===== src/design/serial_register_access_port_map.svh =====
`ifndef SERIAL_REGISTER_ACCESS_PORT_MAP_SVH
`define SERIAL_REGISTER_ACCESS_PORT_MAP_SVH

// ==========================================================
// Frame geometry and control field positions
// ==========================================================
`define HEAD_LAST 4'd15
`define DATA_LAST 4'd7
`define DIR_BIT 5
`define HOLD_BIT 0

// ==========================================================
// Storage slots
// ==========================================================
`define SLOT_COUNT 43
`define SLOT_SETUP 6'd0
`define SLOT_MAKER_LO 6'd2
`define SLOT_MAKER_HI 6'd3
`define SLOT_USER 6'd4
`define SLOT_SYSREF 6'd8
`define SLOT_OSC_CAL 6'd23
`define SLOT_CAL_PROG 6'd28
`define RO_SLOT_MASK 43'h0001080010c

// ==========================================================
// Register offsets
// ==========================================================
`define SETUP_PRIMARY_OFS 15'h000
`define OPERATING_STATE_OFS 15'h002
`define MAKER_ID_OFS 15'h00c
`define USER_OPTIONS_OFS 15'h010
`define CLOCKING_FIRST_OFS 15'h029
`define CLOCKING_SECOND_OFS 15'h02a
`define CLOCKING_THIRD_OFS 15'h02b
`define SYSREF_WINDOW_OFS 15'h02c
`define FULL_SCALE_OFS 15'h030
`define POWER_SAVING_OFS 15'h037
`define TIMESTAMP_CTRL_OFS 15'h03b
`define PLL_REF_OUT_OFS 15'h03c
`define PLL_FB_VP_OFS 15'h03d
`define PLL_FB_N_OFS 15'h03e
`define PLL_OSC_CTRL_OFS 15'h03f
`define SERIALIZER_EMPH_OFS 15'h048
`define TRIGGER_OUT_OFS 15'h057
`define PLL_PIN_OVR_OFS 15'h058
`define OSC_FREQ_ADJ_OFS 15'h059
`define PLL_CAL_RESET_OFS 15'h05c
`define OSC_CAL_CTRL_OFS 15'h05d
`define OSC_CAL_STATUS_OFS 15'h05e
`define CAL_ENABLE_OFS 15'h061
`define CAL_SETUP_FIRST_OFS 15'h062
`define CAL_SETUP_SECOND_OFS 15'h065
`define CAL_AVERAGING_OFS 15'h068
`define CAL_PROGRESS_OFS 15'h06a
`define CAL_PIN_SETUP_OFS 15'h06b
`define CAL_SOFT_TRIGGER_OFS 15'h06c
`define CAL_BG_LOW_POWER_OFS 15'h06e
`define GAIN_DAC_ADJ_OFS 15'h07a
`define BANDGAP_ADJ_OFS 15'h07c
`define TERM_ADJ_A_OFS 15'h07e
`define TERM_ADJ_B_OFS 15'h07f
`define TERM_ADJ_C_OFS 15'h080
`define TERM_ADJ_D_OFS 15'h081
`define CONV_SRC_DELAY_OFS 15'h09a
`define SEL_DELAY_CAL_OFS 15'h09b
`define CONV_DITHER_OFS 15'h09d
`define LOW_BIT_OUT_OFS 15'h160
`define LINK_SUBSYS_EN_OFS 15'h200

// ==========================================================
// Reset values
// ==========================================================
`define RESET_ZERO 8'h00
`define FUSE_DEFAULT 8'h00
`define SETUP_PRIMARY_RST 8'h30
`define CLOCKING_FIRST_RST 8'h80
`define CLOCKING_THIRD_RST 8'h10
`define FULL_SCALE_RST 16'ha000
`define POWER_SAVING_RST 8'h4b
`define PLL_REF_OUT_RST 8'h01
`define PLL_FB_N_RST 8'h20
`define PLL_OSC_CTRL_RST 8'h4f
`define OSC_CAL_CTRL_RST 8'h40
`define CAL_ENABLE_RST 8'h01
`define CAL_SETUP_FIRST_RST 8'h01
`define CAL_SETUP_SECOND_RST 8'h01
`define CAL_AVERAGING_RST 8'h61
`define CAL_SOFT_TRIGGER_RST 8'h01
`define CAL_BG_LOW_POWER_RST 8'h88
`define LINK_SUBSYS_EN_RST 8'h01

`endif


===== src/design/serial_register_access_port_pkg.sv =====
`include "serial_register_access_port_map.svh"

package serial_register_access_port_pkg;

  // ==========================================================
  // Types
  // ==========================================================
  typedef enum logic [1:0] {
    PH_IDLE = 2'b00,
    PH_HEAD = 2'b01,
    PH_DATA = 2'b10
  } phase_e;

  typedef logic [14:0] reg_addr_t;
  typedef logic [7:0]  byte_t;
  typedef logic [`SLOT_COUNT-1:0][7:0] slot_bytes_t;

  typedef struct packed {
    logic sclk;
    logic sdi;
    logic port_select_low_n;
  } serial_in_s;

  typedef struct packed {
    logic sdo;
    logic sdo_oe;
  } serial_out_s;

  typedef struct packed {
    byte_t sysref_capture_window_status;
    byte_t osc_cal;
    byte_t cal_progress;
  } ro_status_s;

  typedef struct packed {
    phase_e      phase;
    logic [3:0]  cnt;
    logic        sclk;
    logic        rw;
    reg_addr_t   addr;
    logic [14:0] head;
    logic [6:0]  rx;
    logic [6:0]  tx;
    logic        load;
    serial_out_s pins;
  } frame_s;

endpackage


===== src/design/byte_store.sv =====
`timescale 1ns/100ps
`include "serial_register_access_port_map.svh"

// ==========================================================
// Byte store for the mapped registers
// ==========================================================
module byte_store
  import serial_register_access_port_pkg::*;
(
  // Clock and reset
  input  wire logic        mclk_i,
  input  wire logic        rst_i,
  // Write port
  input  wire logic        we_i,
  input  wire logic [5:0]  slot_i,
  input  wire byte_t       data_i,
  // Stored bytes
  output slot_bytes_t      bytes_o
);

  typedef struct packed {
    slot_bytes_t mem;
  } store_s;

  // Reset image in slot order; wide registers keep the low byte first
  localparam byte_t RESET_TABLE [`SLOT_COUNT] = '{
    `SETUP_PRIMARY_RST, `RESET_ZERO, `RESET_ZERO, `RESET_ZERO,
    `RESET_ZERO, `CLOCKING_FIRST_RST, `RESET_ZERO, `CLOCKING_THIRD_RST,
    `RESET_ZERO, 8'(`FULL_SCALE_RST), 8'(`FULL_SCALE_RST >> 8),
    `POWER_SAVING_RST, `RESET_ZERO, `PLL_REF_OUT_RST, `RESET_ZERO,
    `PLL_FB_N_RST, `PLL_OSC_CTRL_RST, `RESET_ZERO, `RESET_ZERO,
    `RESET_ZERO, `FUSE_DEFAULT, `RESET_ZERO, `OSC_CAL_CTRL_RST,
    `RESET_ZERO, `CAL_ENABLE_RST, `CAL_SETUP_FIRST_RST,
    `CAL_SETUP_SECOND_RST, `CAL_AVERAGING_RST, `RESET_ZERO,
    `RESET_ZERO, `CAL_SOFT_TRIGGER_RST, `CAL_BG_LOW_POWER_RST,
    `FUSE_DEFAULT, `FUSE_DEFAULT, `FUSE_DEFAULT, `FUSE_DEFAULT,
    `FUSE_DEFAULT, `FUSE_DEFAULT, `FUSE_DEFAULT, `FUSE_DEFAULT,
    `FUSE_DEFAULT, `RESET_ZERO, `LINK_SUBSYS_EN_RST
  };

  store_s st_q;
  store_s st_d;

  // One byte per write; the caller has already screened the slot
  always_comb begin
    st_d = st_q;
    if (we_i) begin
      st_d.mem[slot_i] = data_i;
    end
  end

  // Synchronous reset loads the reset image
  always_ff @(posedge mclk_i) begin
    if (rst_i) begin
      for (int i = 0; i < `SLOT_COUNT; i++) begin
        st_q.mem[i] <= RESET_TABLE[i];
      end
    end else begin
      st_q <= st_d;
    end
  end

  assign bytes_o = st_q.mem;

endmodule


===== src/design/serial_register_access_port.sv =====
`timescale 1ns/100ps
`include "serial_register_access_port_map.svh"


// ==========================================================
// Serial register access port
// ==========================================================
module serial_register_access_port
  import serial_register_access_port_pkg::*;
#(
  parameter logic [15:0] MAKER_ID = 16'h5a3c  // Arbitrary value
) (
  // Clock and reset
  input  wire logic        mclk_i,
  input  wire logic        rst_i,
  // Serial pins
  input  wire serial_in_s  pins_i,
  output serial_out_s      pins_o,
  // Device status in, configuration out
  input  wire ro_status_s  status_i,
  output slot_bytes_t      cfg_o
);

  // ==========================================================
  // Declarations
  // ==========================================================
  frame_s      st_q;
  frame_s      st_d;
  slot_bytes_t bytes_w;
  logic        cs_hi_w;
  logic        rise_w;
  logic        fall_w;
  logic        byte_done_w;
  logic        dir_up_w;
  logic        hold_w;
  logic        wr_en_w;
  logic [6:0]  dec_w;
  logic [5:0]  wr_idx_w;
  byte_t       wr_data_w;
  byte_t       rd_data_w;
  reg_addr_t   next_addr_w;
  logic [15:0] hdr_w;

  localparam logic [`SLOT_COUNT-1:0] RO_MASK = `RO_SLOT_MASK;

  // Address of each slot; a wide register takes two slots, low byte first
  localparam reg_addr_t SLOT_OFS [`SLOT_COUNT] = '{
    `SETUP_PRIMARY_OFS,
    `OPERATING_STATE_OFS,
    `MAKER_ID_OFS,
    `MAKER_ID_OFS + 15'd1,
    `USER_OPTIONS_OFS,
    `CLOCKING_FIRST_OFS,
    `CLOCKING_SECOND_OFS,
    `CLOCKING_THIRD_OFS,
    `SYSREF_WINDOW_OFS,
    `FULL_SCALE_OFS,
    `FULL_SCALE_OFS + 15'd1,
    `POWER_SAVING_OFS,
    `TIMESTAMP_CTRL_OFS,
    `PLL_REF_OUT_OFS,
    `PLL_FB_VP_OFS,
    `PLL_FB_N_OFS,
    `PLL_OSC_CTRL_OFS,
    `SERIALIZER_EMPH_OFS,
    `TRIGGER_OUT_OFS,
    `PLL_PIN_OVR_OFS,
    `OSC_FREQ_ADJ_OFS,
    `PLL_CAL_RESET_OFS,
    `OSC_CAL_CTRL_OFS,
    `OSC_CAL_STATUS_OFS,
    `CAL_ENABLE_OFS,
    `CAL_SETUP_FIRST_OFS,
    `CAL_SETUP_SECOND_OFS,
    `CAL_AVERAGING_OFS,
    `CAL_PROGRESS_OFS,
    `CAL_PIN_SETUP_OFS,
    `CAL_SOFT_TRIGGER_OFS,
    `CAL_BG_LOW_POWER_OFS,
    `GAIN_DAC_ADJ_OFS,
    `BANDGAP_ADJ_OFS,
    `TERM_ADJ_A_OFS,
    `TERM_ADJ_B_OFS,
    `TERM_ADJ_C_OFS,
    `TERM_ADJ_D_OFS,
    `CONV_SRC_DELAY_OFS,
    `SEL_DELAY_CAL_OFS,
    `CONV_DITHER_OFS,
    `LOW_BIT_OUT_OFS,
    `LINK_SUBSYS_EN_OFS
  };

  // Address to slot: bit 6 flags a hit, bits 5:0 give the slot
  function automatic logic [6:0] slot_of(input reg_addr_t a);
    logic [6:0] r;
    r = 7'h00;
    for (int i = 0; i < `SLOT_COUNT; i++) begin
      if (a == SLOT_OFS[i]) begin
        r = {1'b1, 6'(i)};
      end
    end
    return r;
  endfunction

  // ==========================================================
  // Edge detection and address stepping
  // ==========================================================
  // Pins are synchronous to mclk_i, so one stored copy of sclk suffices
  assign cs_hi_w     = pins_i.port_select_low_n;
  assign rise_w      = !cs_hi_w && pins_i.sclk && !st_q.sclk;
  assign fall_w      = !cs_hi_w && !pins_i.sclk && st_q.sclk;
  assign byte_done_w = rise_w && (st_q.phase == PH_DATA) && (st_q.cnt == `DATA_LAST);
  assign dir_up_w    = bytes_w[`SLOT_SETUP][`DIR_BIT];
  assign hold_w      = bytes_w[`SLOT_USER][`HOLD_BIT];
  assign hdr_w       = {st_q.head, pins_i.sdi};

  // Hold wins over direction; the address wraps within 15 bits
  always_comb begin
    if (hold_w) begin
      next_addr_w = st_q.addr;
    end else if (dir_up_w) begin
      next_addr_w = st_q.addr + 15'd1;
    end else begin
      next_addr_w = st_q.addr - 15'd1;
    end
  end

  // ==========================================================
  // Register decode, write and read
  // ==========================================================
  assign dec_w     = slot_of(st_q.addr);
  assign wr_idx_w  = dec_w[5:0];
  assign wr_data_w = {st_q.rx, pins_i.sdi};

  // Only a complete write byte to a writable mapped slot is stored
  assign wr_en_w = byte_done_w && !st_q.rw && dec_w[6] && !RO_MASK[wr_idx_w];

  // Read mux; unmapped addresses read as zero
  always_comb begin
    rd_data_w = 8'h00;
    if (dec_w[6]) begin
      case (wr_idx_w)
        `SLOT_MAKER_LO: rd_data_w = MAKER_ID[7:0];
        `SLOT_MAKER_HI: rd_data_w = MAKER_ID[15:8];
        `SLOT_SYSREF:   rd_data_w = status_i.sysref_capture_window_status;
        `SLOT_OSC_CAL:  rd_data_w = status_i.osc_cal;
        `SLOT_CAL_PROG: rd_data_w = status_i.cal_progress;
        default:        rd_data_w = bytes_w[wr_idx_w];
      endcase
    end
  end

  byte_store u_store (
    .mclk_i  (mclk_i),
    .rst_i   (rst_i),
    .we_i    (wr_en_w),
    .slot_i  (wr_idx_w),
    .data_i  (wr_data_w),
    .bytes_o (bytes_w)
  );

  // ==========================================================
  // Frame sequencer
  // ==========================================================
  // Nothing here counts time, so a paused sclk simply waits
  always_comb begin
    st_d      = st_q;
    st_d.sclk = pins_i.sclk;
    if (cs_hi_w) begin
      // Select high ends the frame; a partial byte is dropped
      st_d.phase = PH_IDLE;
      st_d.cnt   = 4'd0;
      st_d.load  = 1'b0;
      st_d.pins  = '0;
    end else begin
      case (st_q.phase)
        PH_IDLE, PH_HEAD: begin
          // Leave idle only on a real edge, so a stopped clock moves nothing
          if (rise_w) begin
            st_d.phase = PH_HEAD;
            st_d.head = hdr_w[14:0];
            st_d.cnt  = st_q.cnt + 4'd1;
            if (st_q.cnt == `HEAD_LAST) begin
              st_d.rw    = hdr_w[15];
              st_d.addr  = hdr_w[14:0];
              st_d.phase = PH_DATA;
              st_d.cnt   = 4'd0;
              st_d.load  = 1'b1;
            end
          end
        end
        PH_DATA: begin
          // Read bits leave on the falling edge, ready for the next rise
          if (fall_w && st_q.rw) begin
            st_d.pins.sdo_oe = 1'b1;
            st_d.load        = 1'b0;
            if (st_q.load) begin
              {st_d.pins.sdo, st_d.tx} = rd_data_w;
            end else begin
              {st_d.pins.sdo, st_d.tx} = {st_q.tx, 1'b0};
            end
          end
          if (rise_w) begin
            st_d.rx  = wr_data_w[6:0];
            st_d.cnt = st_q.cnt + 4'd1;
            if (byte_done_w) begin
              st_d.cnt  = 4'd0;
              st_d.addr = next_addr_w;
              st_d.load = 1'b1;
            end
          end
        end
        default: begin
          st_d.phase = PH_IDLE;
        end
      endcase
    end
  end

  // State register
  always_ff @(posedge mclk_i) begin
    if (rst_i) begin
      st_q <= '0;
    end else begin
      st_q <= st_d;
    end
  end

  assign pins_o = st_q.pins;
  assign cfg_o  = bytes_w;

  // ==========================================================
  // Checks
  // ==========================================================
  property p_select_high_quiet;
    @(posedge mclk_i) disable iff (rst_i)
    cs_hi_w |=> (!pins_o.sdo_oe && st_q.phase == PH_IDLE);
  endproperty
  a_select_high_quiet: assert property (p_select_high_quiet)
    else $error("data out driven or frame alive after select high");

  property p_write_quiet;
    @(posedge mclk_i) disable iff (rst_i)
    (st_q.phase == PH_DATA && !st_q.rw) |-> !pins_o.sdo_oe;
  endproperty
  a_write_quiet: assert property (p_write_quiet)
    else $error("data out driven during a write");

  property p_head_quiet;
    @(posedge mclk_i) disable iff (rst_i)
    (st_q.phase != PH_DATA) |-> !pins_o.sdo_oe;
  endproperty
  a_head_quiet: assert property (p_head_quiet)
    else $error("data out driven during flag or address");

  property p_sdo_on_fall;
    @(posedge mclk_i) disable iff (rst_i)
    ($changed(pins_o.sdo) && !$past(cs_hi_w)) |-> $past(fall_w);
  endproperty
  a_sdo_on_fall: assert property (p_sdo_on_fall)
    else $error("data out moved without a falling clock edge");

  property p_count_on_rise;
    @(posedge mclk_i) disable iff (rst_i)
    ($changed(st_q.cnt) && !$past(cs_hi_w)) |-> $past(rise_w);
  endproperty
  a_count_on_rise: assert property (p_count_on_rise)
    else $error("bit count moved without a rising clock edge");

  property p_head_length;
    @(posedge mclk_i) disable iff (rst_i)
    (st_q.phase == PH_DATA && $past(st_q.phase) != PH_DATA)
      |-> ($past(st_q.cnt) == 4'd15 && $past(rise_w));
  endproperty
  a_head_length: assert property (p_head_length)
    else $error("data phase entered before sixteen header bits");

  property p_header_fields;
    @(posedge mclk_i) disable iff (rst_i)
    (st_q.phase == PH_DATA && $past(st_q.phase) != PH_DATA)
      |-> ({st_q.rw, st_q.addr} == $past(hdr_w));
  endproperty
  a_header_fields: assert property (p_header_fields)
    else $error("flag or address not taken from the header bits");

  property p_write_stores;
    @(posedge mclk_i) disable iff (rst_i)
    wr_en_w |=> (bytes_w[$past(wr_idx_w)] == $past(wr_data_w));
  endproperty
  a_write_stores: assert property (p_write_stores)
    else $error("written byte not found in the register");

  property p_read_no_write;
    @(posedge mclk_i) disable iff (rst_i)
    (byte_done_w && st_q.rw) |=> $stable(bytes_w);
  endproperty
  a_read_no_write: assert property (p_read_no_write)
    else $error("read frame changed a register");

  property p_step_up;
    @(posedge mclk_i) disable iff (rst_i)
    (byte_done_w && !hold_w && dir_up_w) |=> (st_q.addr == $past(st_q.addr) + 15'd1);
  endproperty
  a_step_up: assert property (p_step_up)
    else $error("address did not step up after a byte");

  property p_step_down;
    @(posedge mclk_i) disable iff (rst_i)
    (byte_done_w && !hold_w && !dir_up_w) |=> (st_q.addr == $past(st_q.addr) - 15'd1);
  endproperty
  a_step_down: assert property (p_step_down)
    else $error("address did not step down after a byte");

  property p_hold;
    @(posedge mclk_i) disable iff (rst_i)
    (byte_done_w && hold_w) |=> $stable(st_q.addr);
  endproperty
  a_hold: assert property (p_hold)
    else $error("address moved while held");

  property p_stream_on;
    @(posedge mclk_i) disable iff (rst_i)
    byte_done_w |=> (st_q.phase == PH_DATA && st_q.cnt == 4'd0);
  endproperty
  a_stream_on: assert property (p_stream_on)
    else $error("frame did not continue into the next byte");

  property p_stopped_clock;
    @(posedge mclk_i) disable iff (rst_i)
    (!cs_hi_w && !rise_w && !fall_w)
      |=> ($stable(st_q.phase) && $stable(st_q.cnt) && $stable(st_q.addr));
  endproperty
  a_stopped_clock: assert property (p_stopped_clock)
    else $error("frame state moved with the serial clock still");

  property p_cut_frame;
    @(posedge mclk_i) disable iff (rst_i)
    (cs_hi_w && st_q.phase == PH_DATA) |=> $stable(bytes_w);
  endproperty
  a_cut_frame: assert property (p_cut_frame)
    else $error("partial byte reached a register");

endmodule


===== config.mk =====
export PLATFORM = sky130hd
export DESIGN_NAME = serial_register_access_port
export DESIGN_NICKNAME = d
export VERILOG_FILES = /design/src/design/serial_register_access_port_pkg.sv /design/src/design/byte_store.sv /design/src/design/serial_register_access_port.sv
export VERILOG_INCLUDE_DIRS = /design/src /design/src/design
export SDC_FILE = /design/constraint.sdc
export NUM_CORES = 1
export LEC_CHECK = 0
export BUFFER_PORTS_ARGS = -buffer_cell sky130_fd_sc_hd__buf_4
export CAP_MARGIN = 0
export CORE_ASPECT_RATIO = 1.25
export CORE_MARGIN = 10
export CORE_UTILIZATION = 45
export CTS_BUF_LIST = sky130_fd_sc_hd__clkbuf_16
export DETAILED_ROUTE_END_ITERATION = 16
export PLACE_DENSITY = 0.76
export SYNTH_ARGS = -nofsm -noshare
export SYNTH_HDL_FRONTEND = slang
export SYNTH_HIERARCHICAL = 1
export SYNTH_SLANG_ARGS = --single-unit

===== constraint.sdc =====
create_clock -name mclk_i -period 4.1 [get_ports mclk_i]
set_input_delay 0.41 -clock mclk_i [delete_from_list [all_inputs] [get_ports mclk_i]]
set_output_delay 0.41 -clock mclk_i [all_outputs]
set_load 0.02 [all_outputs]

==> key figures, run 1 <==
Clock network
  • Clock root buffer: clkbuf_16
  • TritonCTS Buffers: between 40 and 50
  • Clock Path Buffers: 3
  • CTS tree: built
  • # hold bufs at CTS: 0
  • Resized cells post-CTS: 1
  • Clock slew at reported path FFs: 0.06 ns
  • Clock sinks: approximately 400
  • Worst-Skew Late Latency: 0.57 ns
  • H-Tree Depth: 2
  • Setup Fix Bufs, Post-CTS: 0

Detailed routing
  • Vias per cell: between 5 and 6
  • Iteration-0 DRC Markers: 1,734
  • 1st-pass router iterations: 12
  • # DRC: 0
  • Total Wirelength: between 80,000 and 90,000 um
  • WL/cell: approximately 25 um
  • Vias: approximately 20k
  • ANT nets after route: 0

Floorplanning
  • Core ar.: 46,200 um2
  • Rows: 88
  • Die Wd: approximately 210 um
  • Die Y: approximately 260 um
  • Die ar.: around 56,000 um2
  • # IOs: roughly 380
  • Initial core utilization: roughly 46%

Power and ir drop
  • Combinational share of power: around 2.1%
  • Net switching power: around 0.0017 W
  • LEAKAGE: approximately 12 nW
  • Power Density: ~300 nW/um2
  • Internal: between 0.006 and 0.007 W
  • Sw Ratio: 21.9%
  • Clock power frac: 48.8%
  • Sequential share of power: about half
  • VDD IR max: about 0.29 mV

Placement
  • Routability congestion estimate: 0.965
  • Post-place setup slack: -0.0189 ns
  • DP Cell Count: ~3.3k
  • Port Buffers: ~370
  • Post-DP HPWL: around 63,000 um

Setup path
  • CP Data Required Time: about 4.6 ns
  • CP dominant cell by count: buf_4
  • CP max stage delay: just over 0.6 ns
  • Max Fanout on Critical Path: 26
  • CP endpoint kind: register
  • CP Data Arrival Time: 4.51 ns
  • Setup crit start kind: register
  • Setup Crit Path Kind: reg -> reg
  • Crit-path cells: buf_4 > or4b_1 > o22a_1 > a31oi_4 > nor2_4 > inv_6 > buf_12 > buf_4 > mux2i_1 > a32o_1 > nor4_1 > buf_4 > nor2_1 > o31ai_1
  • Slowest library cell on the worst path: or4b_1

Final layout
  • Storage element area: about 8000 um2
  • Fin util: 56.9%
  • Leading cell type in the layout, fill and taps excluded: buf_4
  • Layout Nets: between 2k and 3k
  • Commonest non-fill, non-tap cells in the layout: buf_4, mux2i_1, dfxtp_1
  • Multi-input logic area: approximately 12,000 um2
  • Fraction of layout cells with a size suffix above 1: a little under a quarter
  • Antenna fix cells: 0
  • Post-route insts no fill: ~3.4k
  • Area delta synth->final: 24.6%
  • Fill count: roughly 4.1k

Synthesis
  • Mapped Area: about 21,000 um2
  • Share of the synthesized area in the top cell type: a little under two fifths
  • Asr flop ratio synth: 0%
  • Seq/Total Area, Yosys: between 30% and 40%
  • Ys Warns: 6
  • Post-synth top area cell: dfxtp_1
  • Post-Syn Instances: 2,382
  • Syn nets: approximately 2.4k
  • Syn Area/Cell: a little under 9 um2
  • Primary FF master, synth: dfxtp_1
  • Synthesis-stage register bit count: 399
  • Post-synth EDFFs: 0
  • Synth cell types: 96
  • Synth area leaders: dfxtp_1, mux2i_1, nand2b_1

Global routing
  • Initial antenna violation count: 2
  • Total GRT Usage: 28.9%
  • First-pass GRT wire length: 124,000 um
  • Vias in the first global route: a little under 20k
  • Pin count of the biggest net entering global routing: roughly 160
  • Grt total ovfl: 0

STA
  • RSZ-0062 raised after global routing: false
  • Setup WS post-layout: 0.0787 ns
  • Final Cycle Share: a little over nine tenths
  • Max Clock Skew: ~0.027 ns
  • Minimum clock period: between 4 and 5 ns
  • Fin. Hold Viols: 0
  • Worst hold slack: around 0.099 ns
  • Fin. max-slew vios: 0
  • Relative slew margins: under 10%
  • Final Setup Violations: 0
  • Slew @ Worst Pin: between 1 and 1.5 ns
  • Fmax: ~250 MHz

Hold path
  • Hold/Removal Path Class: in -> reg

Run status
  • Status: finished, final reports clean

Flow run
  • Max-Cap Viols: 0
==> critical path, delay by kind of cell, from the launching register on <==
kind | cells | cell delay (ns)
AOI/OAI and AO/OA | 4 | 0.98
muxes | 1 | 0.15
buffers and inverters | 5 | 1.12
DFF | 1 | 0.36
and+or+nand+nor | 4 | 1.29
==> path summary, 6_finish.rpt <==
kind / startpoint / end / slack, ns / cells past startpoint
min: pins_i[2] / st_q[48]$_SDFF_PP0_ / 0.1 / 2
max: st_q[38]$_SDFFE_PP0P_ / st_q[7]$_SDFFE_PP0P_ / 0.08 / 14
max reg2reg: st_q[38]$_SDFFE_PP0P_ / st_q[7]$_SDFFE_PP0P_ / 0.08 / 14
min reg2reg: hdr_w[15]$_SDFFE_PP0P_ / hdr_w[15]$_SDFFE_PP0P_ / 0.46 / 2
==> synthesized netlist by cell type (all sizes together) (4+ instances only) <==
| master | instances |
|---|---|
| clkbuf | 110 |
| nor4 | 13 |
| a21oi | 76 |
| nand2b | 335 |
| nor2b | 15 |
| and4bb | 7 |
| and2 | 4 |
| mux2i | 401 |
| xnor2 | 10 |
| o22ai | 13 |
| a211oi | 15 |
| a22oi | 18 |
| nand2 | 284 |
| o221ai | 4 |
| nand3 | 85 |
| o311a | 4 |
| a21o | 14 |
| o2111ai | 6 |
| o21a | 6 |
| mux2 | 9 |
| buf | 72 |
| a31oi | 21 |
| or2 | 6 |
| and4b | 5 |
| xor2 | 8 |
| o211ai | 10 |
| nor4b | 4 |
| and3 | 14 |
| nor3b | 6 |
| o21ai | 66 |
| nand4 | 29 |
| inv | 10 |
| or4 | 8 |
| nor3 | 21 |
| a221oi | 5 |
| ha | 14 |
| nor2 | 181 |
| dfxtp | 399 |
| o31ai | 9 |
| and3b | 6 |
==> per-stage QoR <==
step | total power (W) | cell area, um2 | setup TNS, ns
final | 0.00790 | 26300 | 0
after CTS | 0.00791 | 26300 | 0
after floorplan | 0.00407 | 21100 | 0
after detailed placement | 0.00413 | 24900 | -0.0189
after global routing | 0.00807 | 26300 | 0
after global placement | 0.00412 | 24900 | -0.0798
==> power by group through the flow <==
stage,clock (W),combinational [W],sequential (W)
3_3_place_gp,0,0.000158,0.00397
5_1_grt,0.00402,0.000171,0.00388
4_1_cts,0.00387,0.000161,0.00388
6_report,0.00385,0.000164,0.00388
3_5_place_dp,0,0.000160,0.00397
2_1_floorplan,0,0.000106,0.00397
==> layer usage <==
layer | global-route usage (%) | share of wire [%] | vias to the layer above
met2 | 48.5 | 48 | 1110
met4 | 17.3 | 6.2 | 4
li1 | - | - | 9022
met1 | 34.0 | 38 | 9730
met5 | 0 | 0.026 | -
met3 | 5.13 | 8.4 | 272
==> cell type report <==
| cell class | count | share of cell area (%) |
|---|---|---|
| flip-flops and latches | 399 | 30.4 |
| multi-input cells | 1791 | 46.7 |
| repair buffers | 500 | 14.9 |
| inverters | 10 | 0.162 |
| clock buffers | 43 | 4.09 |
| well taps | 585 | 2.78 |
| clock inverters | 29 | 0.999 |
==> logic make-up (layout without fill, tap and decap cells) <==
family	Yosys count	count (layout)	share of synthesized area, %
buffers and inverters	192	582	4.23
adder cells (fa/ha/maj)	15	15	0.925
flip-flops	399	399	37.8
multiplexers	410	410	19.5
AO/OA/AOI/OAI	308	308	10.0
XOR/XNOR	18	18	0.747
AND/OR/NAND/NOR	1040	1040	26.8
==> state kept, by name, summed over array words and instances, names as in the netlist <==
name / cells
hdr_w: 15
st_q: 38
pins_o: 2
u_store/bytes_o: 344
No activity file was read; power rests on OpenSTA's default activity.
==> inputs of run 2 (changes only) <==
Settings changed: CELL_PAD_IN_SITES_DETAIL_PLACEMENT set to 1, CELL_PAD_IN_SITES_GLOBAL_PLACEMENT set to 2, CORE_UTILIZATION 45 to 34, PLACE_DENSITY 0.76 to 0.9.
==> run 2 against run 1 <==
Sequential power hardly changed. Final area up 1.4%. Clock power rose by 4%. Maximum frequency grew 1.7%.
==> key figures, run 2 (synthesized netlist as in run 1, its figures left out) <==
Flow run
  • Max-Cap Viols: 0

STA
  • Setup WS post-layout: about 0.15 ns
  • Slew @ Worst Pin: roughly 1.3 ns
  • Relative slew margins: a little under an eighth
  • Max Clock Skew: roughly 0.027 ns
  • Final Cycle Share: 96.4%
  • Fmax: about 250 MHz
  • Final Setup Violations: 0
  • Fin. Hold Viols: 0
  • Fin. max-slew vios: 0
  • Minimum clock period: between 3 and 4 ns
  • RSZ-0062 raised after global routing: false

Power and ir drop
  • Power Density: 303 nW/um2
  • Total chip power: 0.00807 W
  • VDD IR max: 0.270 mV
  • Sequential share of power: 48.1%
  • Net switching power: 0.00184 W
  • Internal: 0.00623 W
  • LEAKAGE: roughly 13 nW
  • Combinational share of power: around 2.1%
  • Clock power frac: roughly half
  • Sw Ratio: a little under a quarter

Final layout
  • Area delta synth->final: 26.3%
  • Layout Nets: between 2k and 3k
  • Multi-input logic area: between 10,000 and 15,000 um2
  • Fill count: around 7.2k
  • Fraction of layout cells with a size suffix above 1: 23.8%
  • Antenna fix cells: 0
  • Max reg flops: between 300 and 400
  • Commonest non-fill, non-tap cells in the layout: buf_4, mux2i_1, dfxtp_1
  • Storage element area: around 8000 um2
  • Leading cell type in the layout, fill and taps excluded: buf_4

Hold path
  • Hold/Removal Path Class: in -> reg
  • Hold Path Stages: 2
  • WHS Endpoint: st_q[48]$_SDFF_PP0_
  • Worst hold start: pins_i[2]

Setup path
  • Reg2Reg Capture Point: st_q[6]$_SDFFE_PP0P_
  • Setup Crit Path Kind: reg -> reg
  • CP Data Required Time: about 4.5 ns
  • CP endpoint kind: register
  • CP Data Arrival Time: between 4 and 5 ns
  • Setup crit start kind: register
  • Max Fanout on Critical Path: 16
  • Reg2reg setup slack: 0.15 ns
  • R2r startpoint: st_q[33]$_SDFFE_PP0P_
  • Reg2Reg Depth: 13

Clock network
  • Worst-Skew Late Latency: around 0.6 ns
  • Clock root buffer: clkbuf_16
  • Setup Fix Bufs, Post-CTS: 0
  • # hold bufs at CTS: 0
  • H-Tree Depth: 2
  • CTS tree: built
  • Clock slew at reported path FFs: ~0.060 ns
  • TritonCTS Buffers: 44
  • Clock Path Buffers: 3
  • Clock sinks: around 400

Placement
  • Routability congestion estimate: a little over 0.9
  • Port Buffers: approximately 370
  • Post-place setup slack: -0.237 ns
  • Post-DP HPWL: 73,000 um

Detailed routing
  • ANT nets after route: 0
  • # DRC: 0
  • 1st-pass router iterations: 5
  • Vias: around 20k
  • Vias per cell: about 5.6
  • Total Wirelength: roughly 97,000 um
  • Iteration-0 DRC Markers: 1,436
  • WL/cell: about 27 um

Global routing
  • Total GRT Usage: 25.6%
  • Vias in the first global route: between 20k and 25k
  • Initial antenna violation count: 1
  • First-pass GRT wire length: 143,000 um
  • Grt total ovfl: 0
  • Pin count of the biggest net entering global routing: about 150

Floorplanning
  • Die Wd: 243 um
  • Initial core utilization: 34.2%
  • Die Y: between 200 and 300 um
  • Die ar.: 72,500 um2
  • Core ar.: 61,800 um2
  • # IOs: 375
  • Rows: ~100

Run status
  • Status: finished, final reports clean
## run 2: power by group through the flow
| stage | sequential, W | combinational [W] | clock, W |
|---|---|---|---|
| detailed placement | 0.00397 | 0.000167 | 0 |
| floorplan | 0.00397 | 0.000106 | 0 |
| finish | 0.00388 | 0.000169 | 0.00402 |
| global route | 0.00388 | 0.000178 | 0.00423 |
| CTS | 0.00388 | 0.000168 | 0.00407 |
| global placement | 0.00397 | 0.000164 | 0 |
## run 2: critical path, cell delays in order, from the launching register on
cell      delay (ns)
dfxtp_1         0.58
buf_4           0.32
and4b_1         0.25
nand2_1         0.09
o21a_1          0.15
nand4_1         0.16
o31ai_4         0.27
and2_1          0.64
buf_4           0.30
o21ai_0         0.10
a21oi_1         0.38
o311a_1         0.32
nand4b_1        0.15
o22ai_1         0.09
## run 2: metal layers
metal / wire length [um] / vias up / part of all wire [%] / global-route usage [%]
li1: - / 9016 / - / -
met1: 38600 / 10100 / 40 / 29.4
met2: 48500 / 687 / 50 / 45.2
met3: 4770 / 225 / 4.9 / 4.07
met4: 5390 / 2 / 5.5 / 13.2
met5: 13 / - / 0.013 / 0
## run 2: metrics by stage
step	area, um2	instances	TNS [ns]	util (%)	hold WS [ns]
2_1_floorplan	21100	2382	0	-	0.436
3_3_place_gp	25200	3529	-0.321	40.8	0.445
3_5_place_dp	25200	3529	-0.469	40.8	0.446
4_1_cts	26700	3609	0	43.1	0.0495
5_1_grt	26700	3609	0	43.2	0.0889
6_report	26700	3609	0	43.2	0.0723
## run 2: worst max-delay path by stage
| stage | startpoint | end | slack, ns | cells after the start |
|---|---|---|---|---|
| after global placement | st_q[38]$_SDFFE_PP0P_ | st_q[4]$_SDFFE_PP0P_ | -0.29 | 11 |
| after floorplan | st_q[36]$_SDFFE_PP0P_ | u_store/bytes_o[136]$_SDFFE_PP0P_ | 0.67 | 15 |
| after CTS | st_q[35]$_SDFFE_PP0P_ | pins_o[1]$_SDFFE_PP0P_ | 0.1 | 16 |
| final | st_q[33]$_SDFFE_PP0P_ | st_q[6]$_SDFFE_PP0P_ | 0.15 | 13 |
| after global routing | st_q[38]$_SDFFE_PP0P_ | u_store/bytes_o[258]$_SDFFE_PP0P_ | 0.06 | 9 |
| after detailed placement | st_q[38]$_SDFFE_PP0P_ | st_q[4]$_SDFFE_PP0P_ | -0.24 | 11 |
## run 2: what timing repair did
item,in CTS,in global routing
gates cloned,0,0
hold endpoints to repair,0,0
gates resized for setup,3,8
endpoints found under the setup margin,18,13
pin swaps,0,0
## run 2: area by class of cell
cell class              instances  share of cell area [%]
repair buffers                497                    14.6
clock inverters                34                    1.00
flip-flops and latches        399                    30.0
clock buffers                  46                    4.32
multi-input cells            1791                    46.0
well taps                     832                    3.90
inverters                      10                   0.169
